<file path="src/rtl/axf_pkg.sv">
// Package of constants and types for the auxiliary input function logic
package axf_pkg;

   localparam int unsigned NUM_AUX        = 4;
   localparam int unsigned SEL_W          = 3;
   localparam int unsigned ADDR_W         = 8;

   // Register byte offsets
   localparam logic [7:0] OFS_CTRL        = 8'h00;
   localparam logic [7:0] OFS_SEL         = 8'h04;
   localparam logic [7:0] OFS_SERIAL      = 8'h08;
   localparam logic [7:0] OFS_STATUS      = 8'h0C;
   localparam logic [7:0] OFS_IRQ_STAT    = 8'h10;
   localparam logic [7:0] OFS_IRQ_MASK    = 8'h14;

   // Control register fields
   localparam int unsigned CTRL_MANDIS_BIT = 0;
   localparam int unsigned CTRL_OVR_EN_BIT = 1;
   localparam int unsigned CTRL_OVR_LSB    = 4;
   localparam logic [31:0] CTRL_RST        = 32'h0000_0000;

   // Selector register: one 4-bit nibble per input, low 3 bits used
   localparam int unsigned SEL_NIB_W      = 4;
   localparam logic [31:0] SEL_RST        = 32'h0000_1110;

   // Selector codes
   localparam logic [2:0] FN_RUNSTOP      = 3'h0;
   localparam logic [2:0] FN_ALWAYS       = 3'h1;
   localparam logic [2:0] FN_LATCH        = 3'h2;
   localparam logic [2:0] FN_REVERSE      = 3'h3;
   localparam logic [2:0] FN_REVLATCH     = 3'h4;
   localparam logic [2:0] FN_RESET        = 3'h5;
   localparam logic [2:0] SEL_MAX_ONE     = 3'h5;
   localparam logic [2:0] SEL_MAX_OTHER   = 3'h4;

   // Serial field layout
   localparam int unsigned SER_PAR_LSB    = 0;
   localparam int unsigned SER_BAUD_LSB   = 2;
   localparam int unsigned SER_STOP_BIT   = 4;
   localparam logic [1:0] PAR_NONE        = 2'h0;
   localparam logic [1:0] PAR_ODD         = 2'h1;
   localparam logic [1:0] PAR_EVEN        = 2'h2;
   localparam logic [1:0] BAUD_4800       = 2'h0;
   localparam logic [1:0] BAUD_9600       = 2'h1;
   localparam logic [1:0] BAUD_19200      = 2'h2;
   localparam logic [31:0] SER_RST        = 32'h0000_0008;

   // Operating modes requested at the keypad
   localparam logic [1:0] MODE_OFF        = 2'h0;
   localparam logic [1:0] MODE_AUTO       = 2'h1;
   localparam logic [1:0] MODE_MANUAL     = 2'h2;

   // Timing
   localparam int unsigned CLK_HZ         = 40_000_000;
   localparam int unsigned DEBOUNCE_US    = 10_000;
   localparam int unsigned DEBOUNCE_CYC   = CLK_HZ / 1_000_000 * DEBOUNCE_US;

   localparam logic [1:0] RESP_OKAY       = 2'h0;
   localparam logic [1:0] RESP_SLVERR     = 2'h2;

   typedef struct packed {
      logic [1:0] parity;
      logic [1:0] baud;
      logic       two_stop;
   } axf_serial_s;

   typedef struct packed {
      logic       run;
      logic       reverse;
      logic       fault;
      logic       manual_reset;
      logic [1:0] mode;
   } axf_drive_s;

endpackage

</file>
<file path="src/rtl/axf_debounce.sv">
// Synchroniser and debouncer for one group of contact inputs
`timescale 1ns/1ps
module axf_debounce #(
   parameter int unsigned WIDTH = 4,
   parameter int unsigned COUNT = 400000
) (
   input  wire logic             clk_i,
   input  wire logic             resetn_i,
   input  wire logic [WIDTH-1:0] raw_i,
   output logic      [WIDTH-1:0] clean_o
);

   localparam int unsigned CW = $clog2(COUNT + 1);

   typedef struct packed {
      logic [WIDTH-1:0]         s1;
      logic [WIDTH-1:0]         s2;
      logic [WIDTH-1:0]         clean;
      logic [WIDTH-1:0][CW-1:0] cnt;
   } axf_deb_s;

   axf_deb_s st_reg;
   axf_deb_s st_next;

   if (COUNT < 1) begin : g_bad_count
      $error("COUNT must be at least one");
   end

   always_comb begin
      st_next    = st_reg;
      st_next.s1 = raw_i;
      st_next.s2 = st_reg.s1;
      for (int i = 0; i < WIDTH; i++) begin
         if (st_reg.s2[i] == st_reg.clean[i]) begin
            st_next.cnt[i] = '0;
         end else if (st_reg.cnt[i] == CW'(COUNT - 1)) begin
            st_next.cnt[i]   = '0;
            st_next.clean[i] = st_reg.s2[i];
         end else begin
            st_next.cnt[i] = st_reg.cnt[i] + CW'(1);
         end
      end
   end

   always_ff @(posedge clk_i) begin
      if (!resetn_i) begin
         st_reg <= '0;
      end else begin
         st_reg <= st_next;
      end
   end

   assign clean_o = st_reg.clean;

endmodule

</file>
<file path="src/rtl/axf_aux_input.sv">
// Auxiliary contact input function logic with AXI4-Lite registers
`timescale 1ns/1ps
module axf_aux_input #(
   parameter int unsigned DEBOUNCE_CYCLES = axf_pkg::DEBOUNCE_CYC
) (
   input  wire logic                         MCLK_I,
   input  wire logic                         RESETN_I,
   input  wire logic [axf_pkg::NUM_AUX-1:0]  AUX_CLOSED_I,
   input  wire logic                         KEY_CONFIRM_I,
   input  wire logic [1:0]                   KEY_MODE_I,
   input  wire logic [7:0]                   AWADDR_I,
   input  wire logic                         AWVALID_I,
   output logic                              AWREADY_O,
   input  wire logic [31:0]                  WDATA_I,
   input  wire logic [3:0]                   WSTRB_I,
   input  wire logic                         WVALID_I,
   output logic                              WREADY_O,
   output logic [1:0]                        BRESP_O,
   output logic                              BVALID_O,
   input  wire logic                         BREADY_I,
   input  wire logic [7:0]                   ARADDR_I,
   input  wire logic                         ARVALID_I,
   output logic                              ARREADY_O,
   output logic [31:0]                       RDATA_O,
   output logic [1:0]                        RRESP_O,
   output logic                              RVALID_O,
   input  wire logic                         RREADY_I,
   output logic                              MOTOR_RUN_O,
   output logic                              MOTOR_REVERSE_O,
   output logic                              FAULT_O,
   output logic                              MANUAL_RESET_O,
   output logic [1:0]                        OP_MODE_O,
   output logic [1:0]                        SER_PARITY_O,
   output logic [1:0]                        SER_BAUD_O,
   output logic                              SER_TWO_STOP_O,
   output logic                              IRQ_O
);

   localparam int unsigned N = axf_pkg::NUM_AUX;

   typedef struct packed {
      logic [31:0]          ctrl;
      logic [31:0]          sel;
      axf_pkg::axf_serial_s ser;
      logic [7:0]           irq_stat;
      logic [7:0]           irq_mask;
      logic [N-1:0]         latch_flt;
      logic [N-1:0]         prev;
      logic                 key_s1;
      logic                 key_s2;
      logic                 key_prev;
      logic [1:0]           mode_s1;
      logic [1:0]           mode_s2;
      logic                 reset_armed;
      axf_pkg::axf_drive_s  drv;
      logic                 irq;
      logic                 aw_have;
      logic [7:0]           aw_addr;
      logic                 w_have;
      logic [31:0]          w_data;
      logic [3:0]           w_strb;
      logic                 bvalid;
      logic [1:0]           bresp;
      logic                 rvalid;
      logic [31:0]          rdata;
      logic [1:0]           rresp;
      logic [2:0]           rdy;
   } axf_state_s;

   axf_state_s       st_reg;
   axf_state_s       st_next;
   logic [N-1:0]     aux_clean;
   logic [N-1:0][2:0] fn;

   if (N != 4) begin : g_bad_n
      $error("Block is built for exactly four auxiliary inputs");
   end

   axf_debounce #(
      .WIDTH (N),
      .COUNT (DEBOUNCE_CYCLES)
   ) u_deb (
      .clk_i    (MCLK_I),
      .resetn_i (RESETN_I),
      .raw_i    (AUX_CLOSED_I),
      .clean_o  (aux_clean)
   );

   generate
      for (genvar g = 0; g < N; g++) begin : g_fn
         assign fn[g] = st_reg.ctrl[axf_pkg::CTRL_OVR_EN_BIT]
                        ? st_reg.ctrl[axf_pkg::CTRL_OVR_LSB + g*4 +: 3]
                        : st_reg.sel[g*4 +: 3];
      end
   endgenerate

   always_comb begin
      logic         run;
      logic         rev;
      logic         key_press;
      logic         man_reset;
      logic [7:0]   ev;
      logic [31:0]  wmask;
      logic [31:0]  wval;
      logic [31:0]  rd;
      logic         do_wr;
      logic         hit;
      logic [2:0]   nv;
      run       = 1'b1;
      rev       = 1'b0;
      man_reset = 1'b0;
      ev        = '0;
      wmask     = '0;
      wval      = '0;
      rd        = '0;
      hit       = 1'b0;
      nv        = '0;
      key_press = st_reg.key_s2 & ~st_reg.key_prev;
      do_wr     = st_reg.aw_have & st_reg.w_have;
      st_next   = st_reg;

      st_next.key_s1   = KEY_CONFIRM_I;
      st_next.key_s2   = st_reg.key_s1;
      st_next.key_prev = st_reg.key_s2;
      st_next.mode_s1  = KEY_MODE_I;
      st_next.mode_s2  = st_reg.mode_s1;
      st_next.prev     = aux_clean;

      for (int i = 0; i < N; i++) begin
         case (fn[i])
            axf_pkg::FN_RUNSTOP: run = run & aux_clean[i];
            axf_pkg::FN_ALWAYS: run = run;
            axf_pkg::FN_LATCH: begin
               if (!aux_clean[i] && st_reg.prev[i]) begin
                  st_next.latch_flt[i] = 1'b1;
                  ev[i] = 1'b1;
               end
            end
            axf_pkg::FN_REVERSE: begin
               // each closed input toggles reverse, input one disabled
               if (i != 0) begin
                  rev = rev ^ aux_clean[i];
               end
            end
            axf_pkg::FN_REVLATCH: begin
               if (aux_clean[i] && !st_reg.prev[i]) begin
                  st_next.latch_flt[i] = 1'b1;
                  ev[i] = 1'b1;
               end
            end
            axf_pkg::FN_RESET: begin
               if (i == 0) begin
                  if (!aux_clean[i]) begin
                     st_next.reset_armed = 1'b1;
                  end else if (st_reg.reset_armed) begin
                     st_next.reset_armed = 1'b0;
                     man_reset = 1'b1;
                     ev[4] = 1'b1;
                  end
               end
            end
            default: run = run;
         endcase
      end

      // confirm key clears latched faults; new event wins
      if (key_press || man_reset) begin
         st_next.latch_flt = st_next.latch_flt & ev[N-1:0];
      end
      if (key_press) begin
         ev[5] = 1'b1;
      end

      st_next.drv.run          = run & ~(|st_next.latch_flt);
      st_next.drv.reverse      = rev;
      st_next.drv.fault        = |st_next.latch_flt;
      st_next.drv.manual_reset = man_reset;
      if (st_reg.mode_s2 == axf_pkg::MODE_MANUAL && st_reg.ctrl[axf_pkg::CTRL_MANDIS_BIT]) begin
         st_next.drv.mode = axf_pkg::MODE_OFF;
      end else begin
         st_next.drv.mode = st_reg.mode_s2;
      end

      // AXI4-Lite write channel capture
      if (AWVALID_I && !st_reg.aw_have && !st_reg.bvalid) begin
         st_next.aw_have = 1'b1;
         st_next.aw_addr = AWADDR_I;
      end
      if (WVALID_I && !st_reg.w_have && !st_reg.bvalid) begin
         st_next.w_have = 1'b1;
         st_next.w_data = WDATA_I;
         st_next.w_strb = WSTRB_I;
      end
      for (int b = 0; b < 4; b++) begin
         wmask[b*8 +: 8] = {8{st_reg.w_strb[b]}};
      end
      if (do_wr) begin
         st_next.aw_have = 1'b0;
         st_next.w_have  = 1'b0;
         st_next.bvalid  = 1'b1;
         st_next.bresp   = axf_pkg::RESP_OKAY;
         case (st_reg.aw_addr)
            axf_pkg::OFS_CTRL: begin
               st_next.ctrl = (st_reg.ctrl & ~wmask) | (st_reg.w_data & wmask);
            end
            axf_pkg::OFS_SEL: begin
               wval = (st_reg.sel & ~wmask) | (st_reg.w_data & wmask);
               // out of range selector keeps old value
               for (int i = 0; i < N; i++) begin
                  nv = wval[i*4 +: 3];
                  if (nv <= ((i == 0) ? axf_pkg::SEL_MAX_ONE : axf_pkg::SEL_MAX_OTHER)) begin
                     st_next.sel[i*4 +: 3] = nv;
                  end
               end
            end
            axf_pkg::OFS_SERIAL: begin
               if (st_reg.w_strb[0]) begin
                  if (st_reg.w_data[axf_pkg::SER_PAR_LSB +: 2] <= axf_pkg::PAR_EVEN) begin
                     st_next.ser.parity = st_reg.w_data[axf_pkg::SER_PAR_LSB +: 2];
                  end
                  if (st_reg.w_data[axf_pkg::SER_BAUD_LSB +: 2] <= axf_pkg::BAUD_19200) begin
                     st_next.ser.baud = st_reg.w_data[axf_pkg::SER_BAUD_LSB +: 2];
                  end
                  st_next.ser.two_stop = st_reg.w_data[axf_pkg::SER_STOP_BIT];
               end
            end
            axf_pkg::OFS_STATUS: st_next.bresp = axf_pkg::RESP_OKAY;
            axf_pkg::OFS_IRQ_STAT: begin
               st_next.irq_stat = st_reg.irq_stat & ~(st_reg.w_data[7:0] & wmask[7:0]);
            end
            axf_pkg::OFS_IRQ_MASK: begin
               st_next.irq_mask = st_reg.w_strb[0] ? st_reg.w_data[7:0] : st_reg.irq_mask;
            end
            default: st_next.bresp = axf_pkg::RESP_SLVERR;
         endcase
      end
      if (st_reg.bvalid && BREADY_I) begin
         st_next.bvalid = 1'b0;
      end

      // Sticky events: set wins over clear
      st_next.irq_stat = st_next.irq_stat | ev;
      st_next.irq      = |(st_next.irq_stat & st_next.irq_mask);

      // AXI4-Lite read channel
      if (ARVALID_I && !st_reg.rvalid) begin
         hit = 1'b1;
         case (ARADDR_I)
            axf_pkg::OFS_CTRL:     rd = st_reg.ctrl;
            axf_pkg::OFS_SEL:      rd = st_reg.sel;
            axf_pkg::OFS_SERIAL: begin
               rd[axf_pkg::SER_PAR_LSB +: 2]  = st_reg.ser.parity;
               rd[axf_pkg::SER_BAUD_LSB +: 2] = st_reg.ser.baud;
               rd[axf_pkg::SER_STOP_BIT]      = st_reg.ser.two_stop;
            end
            axf_pkg::OFS_STATUS: begin
               rd[N-1:0]   = aux_clean;
               rd[7:4]     = st_reg.latch_flt;
               rd[8]       = st_reg.drv.run;
               rd[9]       = st_reg.drv.reverse;
               rd[10]      = st_reg.drv.fault;
               rd[13:12]   = st_reg.drv.mode;
            end
            axf_pkg::OFS_IRQ_STAT: rd[7:0] = st_reg.irq_stat;
            axf_pkg::OFS_IRQ_MASK: rd[7:0] = st_reg.irq_mask;
            default:               hit = 1'b0;
         endcase
         st_next.rvalid = 1'b1;
         st_next.rdata  = rd;
         st_next.rresp  = hit ? axf_pkg::RESP_OKAY : axf_pkg::RESP_SLVERR;
      end else if (st_reg.rvalid && RREADY_I) begin
         st_next.rvalid = 1'b0;
      end
      st_next.rdy = {~(st_next.aw_have | st_next.bvalid), ~(st_next.w_have | st_next.bvalid),
                     ~st_next.rvalid};
   end

   always_ff @(posedge MCLK_I) begin
      if (!RESETN_I) begin
         st_reg               <= '0;
         st_reg.rdy           <= '1;
         st_reg.ctrl          <= axf_pkg::CTRL_RST;
         st_reg.sel           <= axf_pkg::SEL_RST;
         st_reg.ser.parity    <= axf_pkg::PAR_NONE;
         st_reg.ser.baud      <= axf_pkg::BAUD_19200;
         st_reg.ser.two_stop  <= 1'b0;
      end else begin
         st_reg <= st_next;
      end
   end

   assign AWREADY_O       = st_reg.rdy[2];
   assign WREADY_O        = st_reg.rdy[1];
   assign BVALID_O        = st_reg.bvalid;
   assign BRESP_O         = st_reg.bresp;
   assign ARREADY_O       = st_reg.rdy[0];
   assign RVALID_O        = st_reg.rvalid;
   assign RDATA_O         = st_reg.rdata;
   assign RRESP_O         = st_reg.rresp;
   assign MOTOR_RUN_O     = st_reg.drv.run;
   assign MOTOR_REVERSE_O = st_reg.drv.reverse;
   assign FAULT_O         = st_reg.drv.fault;
   assign MANUAL_RESET_O  = st_reg.drv.manual_reset;
   assign OP_MODE_O       = st_reg.drv.mode;
   assign SER_PARITY_O    = st_reg.ser.parity;
   assign SER_BAUD_O      = st_reg.ser.baud;
   assign SER_TWO_STOP_O  = st_reg.ser.two_stop;
   assign IRQ_O           = st_reg.irq;

endmodule

</file>
<file path="config.mk">
export PLATFORM = sky130hd
export DESIGN_NAME = axf_aux_input
export DESIGN_NICKNAME = d
export VERILOG_FILES = /design/src/rtl/axf_pkg.sv /design/src/rtl/axf_debounce.sv /design/src/rtl/axf_aux_input.sv
export SDC_FILE = /design/constraint.sdc
export NUM_CORES = 1
export LEC_CHECK = 0
export ABC_AREA = 0
export BUFFER_PORTS_ARGS = -buffer_cell sky130_fd_sc_hd__buf_2
export CORE_MARGIN = 2
export CORE_UTILIZATION = 45
export CTS_BUF_LIST = sky130_fd_sc_hd__clkbuf_4
export DETAILED_ROUTE_END_ITERATION = 8
export GPL_TIMING_DRIVEN = 0
export MAX_ROUTING_LAYER = met4
export PLACE_DENSITY_LB_ADDON = 0.3
export REMOVE_ABC_BUFFERS = 1
export SYNTH_ARGS = -nofsm -noshare
export SYNTH_HDL_FRONTEND = slang
export SYNTH_HIERARCHICAL = 1
export SYNTH_SLANG_ARGS = --single-unit
</file>
<file path="constraint.sdc">
create_clock -name MCLK_I -period 2.2 [get_ports MCLK_I]
set_input_delay 0.11 -clock MCLK_I [delete_from_list [all_inputs] [get_ports MCLK_I]]
set_output_delay 0.11 -clock MCLK_I [all_outputs]
set_load 0.02 [all_outputs]
</file>
After elaboration in Yosys (flattened, before gate mapping)
Cells that the tools add are included.
{"block": "word_totals", "out_inout_bits": 53, "inputBits": 66, "register_bits": 263, "elab_cells": 237}
{"block": "classes", "reduce_logical": 56, "bitwise": 32, "eq_ne": 31, "magnitude_cmp": 6, "add_sub_neg": 4, "n_mux": 63}
{"op": "$add A19 B1 Y19 const B", "n": 4}
{"op": "$eq A19 B19 Y1 const B", "n": 4}
{"op": "$and A32 B32 Y32", "n": 2}
{"op": "$mux W37", "n": 1}
{"op": "$mux W1", "n": 36}
{"op": "$pmux W18 S2", "n": 1}
{"op": "$eq A8 B4 Y1 const B", "n": 4}
{"op": "$eq A8 B5 Y1 const B", "n": 4}
{"op": "$not A32 Y32", "n": 1}
{"op": "$or A32 B32 Y32", "n": 1}
{"op": "$pmux W5 S6", "n": 1}
{"op": "$and A8 B8 Y8", "n": 3}
{"op": "$mux W8", "n": 3}
{"op": "$eq A3 B2 Y1 const B", "n": 7}
{"op": "$eq A8 B3 Y1 const B", "n": 2}
{"op": "$logic_and A1 B1 Y1", "n": 16}
{"op": "$logic_not A8 Y1", "n": 2}
{"op": "$mux W16", "n": 1}
{"op": "$pmux W1 S2", "n": 8}
{"op": "$and A15 B15 Y15", "n": 1}
{"op": "$eq A3 B3 Y1 const B", "n": 5}
{"op": "$mux W3", "n": 5}
{"op": "$or A15 B15 Y15", "n": 1}
{"op": "$pmux W3 S5", "n": 1}
{"op": "27 further kinds", "n": 78}

Depth between registers and ports, before layout
{"block": "depth", "depth_word": 10, "ltp_mapped": 8, "mapped_depth_nobuf": 5}

Cells and area by module
The synthesis kept the hierarchy.
{"mod": "axf_aux_input", "area_each_um2": 7521.0, "seq_area_each_um2": 3463.3, "n_inst": 1, "cells_each": 861}
{"mod": "axf_debounce", "area_each_um2": 3942.5, "seq_area_each_um2": 1761.7, "n_inst": 1, "cells_each": 447}

Least setup slack after synthesis
Ideal clock, no wire load.
{"block": "synth_timing", "kind": "reg2reg", "start": "register st_reg[81] in the netlist's numbering", "end": "register st_reg (netlist bit IRQ_O)", "t_arrival_ps": 1756, "stages_incl_launch_ff": 6, "setup_ps": 143, "setup_slack_ps": 301, "n_path_buf": 0, "t_required_ps": 2057, "period_less_slack_ps": 1899, "cell_sequence": "dfxtp_1 -> or4_1 -> o31ai_1 -> nand3b_1 -> a222oi_1 -> a41oi_1"}
{"block": "synth_between", "elab_chain_cells": 6, "elab_cells_between_ends": 8, "classes_between": "eq/ne: 2; mux: 3; bitwise: 2; reduce/logical: 1"}
{"item": "start: declaration", "line_no": "axf_aux_input.sv:70", "source": "axf_state_s st_reg;"}
{"item": "start signal: assignment", "line_no": "axf_aux_input.sv:288", "source": "st_reg <= st_next;"}
{"item": "$eq A8 B5 Y1", "line_no": "axf_aux_input.sv:202", "source": "case (st_reg.aw_addr)"}
{"item": "$mux W8", "line_no": "axf_aux_input.sv:202"}
{"item": "$mux W16 *", "line_no": "axf_aux_input.sv:197", "source": "if (do_wr) begin"}
{"item": "$or A8 B6 Y8", "line_no": "axf_aux_input.sv:242", "source": "st_next.irq_stat = st_next.irq_stat | ev;"}
{"item": "$and A8 B8 Y8 *", "line_no": "axf_aux_input.sv:243", "source": "st_next.irq = |(st_next.irq_stat & st_next.irq_mask);"}
{"item": "$reduce_or A8 Y1 *", "line_no": "axf_aux_input.sv:243"}
Every way passes the cells marked *; elsewhere a longest branch is shown, timed or not.
A chain may end at the register's enable or synchronous reset.

==> flow_summary.json <==
{
  "status": "finished clean",
  "num_vias": 9688,
  "required_ps": 2730,
  "whs_ps": 39.03,
  "nFillCells": 2334,
  "synth_warnings": 6,
  "vdd_drop_max_mv": 0.4294,
  "wl_per_cell_um": 15.27,
  "worstSetupPathType": "reg -> reg",
  "worst_pin_slew_ps": 982.6,
  "clock_sinks": 261,
  "clock_path_buffers": 3,
  "die_h_um": 163.6,
  "cap_violations": 0,
  "utilization_pct": 53.89,
  "ys_types": 74,
  "yosysTopAreaCell": "dfxtp_1",
  "drtIter0Drc": 601,
  "path_clk_slew_ps": 60,
  "cts_root_buf": "clkbuf_4",
  "drive_gt1_share_pct": 22.65,
  "ys_seq_area_share_pct": 45.58,
  "cp-start-kind": "flip-flop",
  "syn2layout_area_growth_pct": 18.03,
  "first_pass_iters": 5,
  "grt_start_max_net_pins": 78,
  "rows": 58,
  "leakage_nw": 4.958,
  "layout_commonest_cell": "dfxtp_1",
  "finalWirelength_um": 28110,
  "fin_crit_ps": 2163,
  "skew_ps": 37.90,
  "ys.flop_type": "dfxtp_1",
  "slew_headroom_pct": 34.49,
  "synth.area.top_cells": "dfxtp_1 (46%), nand2_1 (6.6%), a21oi_1 (4.9%), nor2_1 (4.2%), buf_4 (3.2%)",
  "async_flop_share_pct": 0,
  "netlist_instances": 1308,
  "layout.nets": 1532,
  "cp_max_fo": 12,
  "maxSlewViolCount": 0,
  "first_global_vias": 9204,
  "rsz0062_at_grt": "yes",
  "post-route-period-util_pct": 98.33,
  "setup_viol": 0,
  "dpl.hpwl_um": 18000,
  "worst_skew_pair.late_latency_ps": 660,
  "core_area_mm2": 0.02511,
  "place_congestion": 0.8371,
  "die_area_mm2": 0.02677,
  "start_util_pct": 45.65,
  "final_cells": 1841,
  "ys_ff_latch": 261,
  "numCtsBuffers": 72,
  "layout_common_cells": "dfxtp_1 (253), nand2_1 (200), nor2_1 (127)",
  "fmax_mhz": 462.3,
  "grt_pass1_wl_um": 44980,
  "post-synth-top-area-fraction_pct": 45.58,
  "hold_start": "ARADDR_I[7]",
  "min_path_type": "in -> reg",
  "final_antenna_net_count": 0,
  "syn_avg_cell_area_um2": 8.764,
  "end_kind": "flip-flop",
  "synth-edff-count": 0,
  "powerDensity_mw_per_mm2": 717.9,
  "ios": 119,
  "fin_setup_tns_ps": 0,
  "cts_tree": "built",
  "arrival_ps": 2700,
  "die_w_um": 163.6,
  "port_buffers": 116,
  "place_inst": 1646,
  "cts_max_level": 3,
  "finalHoldViolations": 0,
  "p_total_mw": 9.714,
  "antenna_found_initial": 1,
  "gr-usage-all-layers_pct": 21.33,
  "viasPerCell": 5.262,
  "grt-ovfl-total": 0,
  "syn_area_mm2": 0.01146,
  "drc": 0
}
-- layer usage --
layer,vias up,global-route usage [%],wire [µm]
li1,4861,-,-
met1,4526,26.57,12540
met2,244,34.13,13470
met3,57,4.215,1466
met4,0,8.333,626
met5,-,-,0
-- stage by stage --
step | setup WS [ps] | area, µm²
6_report | 36.78 | 13530
5_1_grt | -7.728 | 13530
4_1_cts | 17.55 | 13400
3_5_place_dp | -581.9 | 11850
3_3_place_gp | -2519 | 11820
2_1_floorplan | -577.9 | 10820
-- cell families after synthesis --
group / Yosys count / share of synthesized area (%)
compound gates: 217 / 12.24
xor+xnor: 62 / 4.737
fa+ha+maj: 4 / 0.4366
buf+inv: 134 / 6.418
flops: 261 / 45.58
mux: 50 / 4.901
other cells: 1 / 0.03271
simple gates: 579 / 25.66
-- path summary, 6_finish.rpt --
kind	slack, ps	endpoint	depth (start not counted)
min reg2reg	420	OP_MODE_O[1]	2
max	40	IRQ_O	6
max reg2reg	40	IRQ_O	6
min	40	RDATA_O[0]	5
-- power by group --
part,total [mW],internal (mW),switching [mW]
clock,4.20,2.26,1.94
sequential,4.92,4.82,0.101
combinational,0.592,0.252,0.340
-- synthesized netlist by cell type, types with 11 or more instances --
cell,number
nand2b_1,11
buf_2,11
o21ai_0,24
xor2_1,20
nor3_1,25
nand4_1,22
nor2_1,127
xnor2_1,42
clkbuf_1,41
a21oi_1,113
nand3_1,44
and2_1,34
dfxtp_1,261
mux2i_1,28
nor4_1,22
buf_4,49
nand2_1,201
a22oi_1,11
mux2_2,19
inv_1,24
and3_1,12
-- layout make-up --
type	instances	area, µm²	share of cell area (%)
clock inverter	12	46.29	0.3421
sequential	261	5240	38.73
timing repair buffer	189	1299	9.599
clock buffer	110	825.8	6.103
tap	330	412.9	3.052
multi-input combinational	914	5612	41.47
inverter	24	92.59	0.6843
antenna	1	2.502	0.01849
-- worst max-delay path: stages, from the launching register on --
cell and delay (ps):
dfxtp_4 410, buf_4 210, or3b_2 500, a21boi_4 210
a32oi_1 170, o221a_2 320, a41oi_2 230
-- repair_timing --
| action | in CTS | in global routing |
|---|---|---|
| setup endpoints to repair | 35 | 61 |
| endpoints found under the hold margin | 63 | 0 |
| resized for setup | 16 | 11 |
| buffers inserted | 1 | 11 |
| pin swaps | 4 | 10 |
| hold buffers | 60 | 0 |
Power figures use the tool's default switching activity.
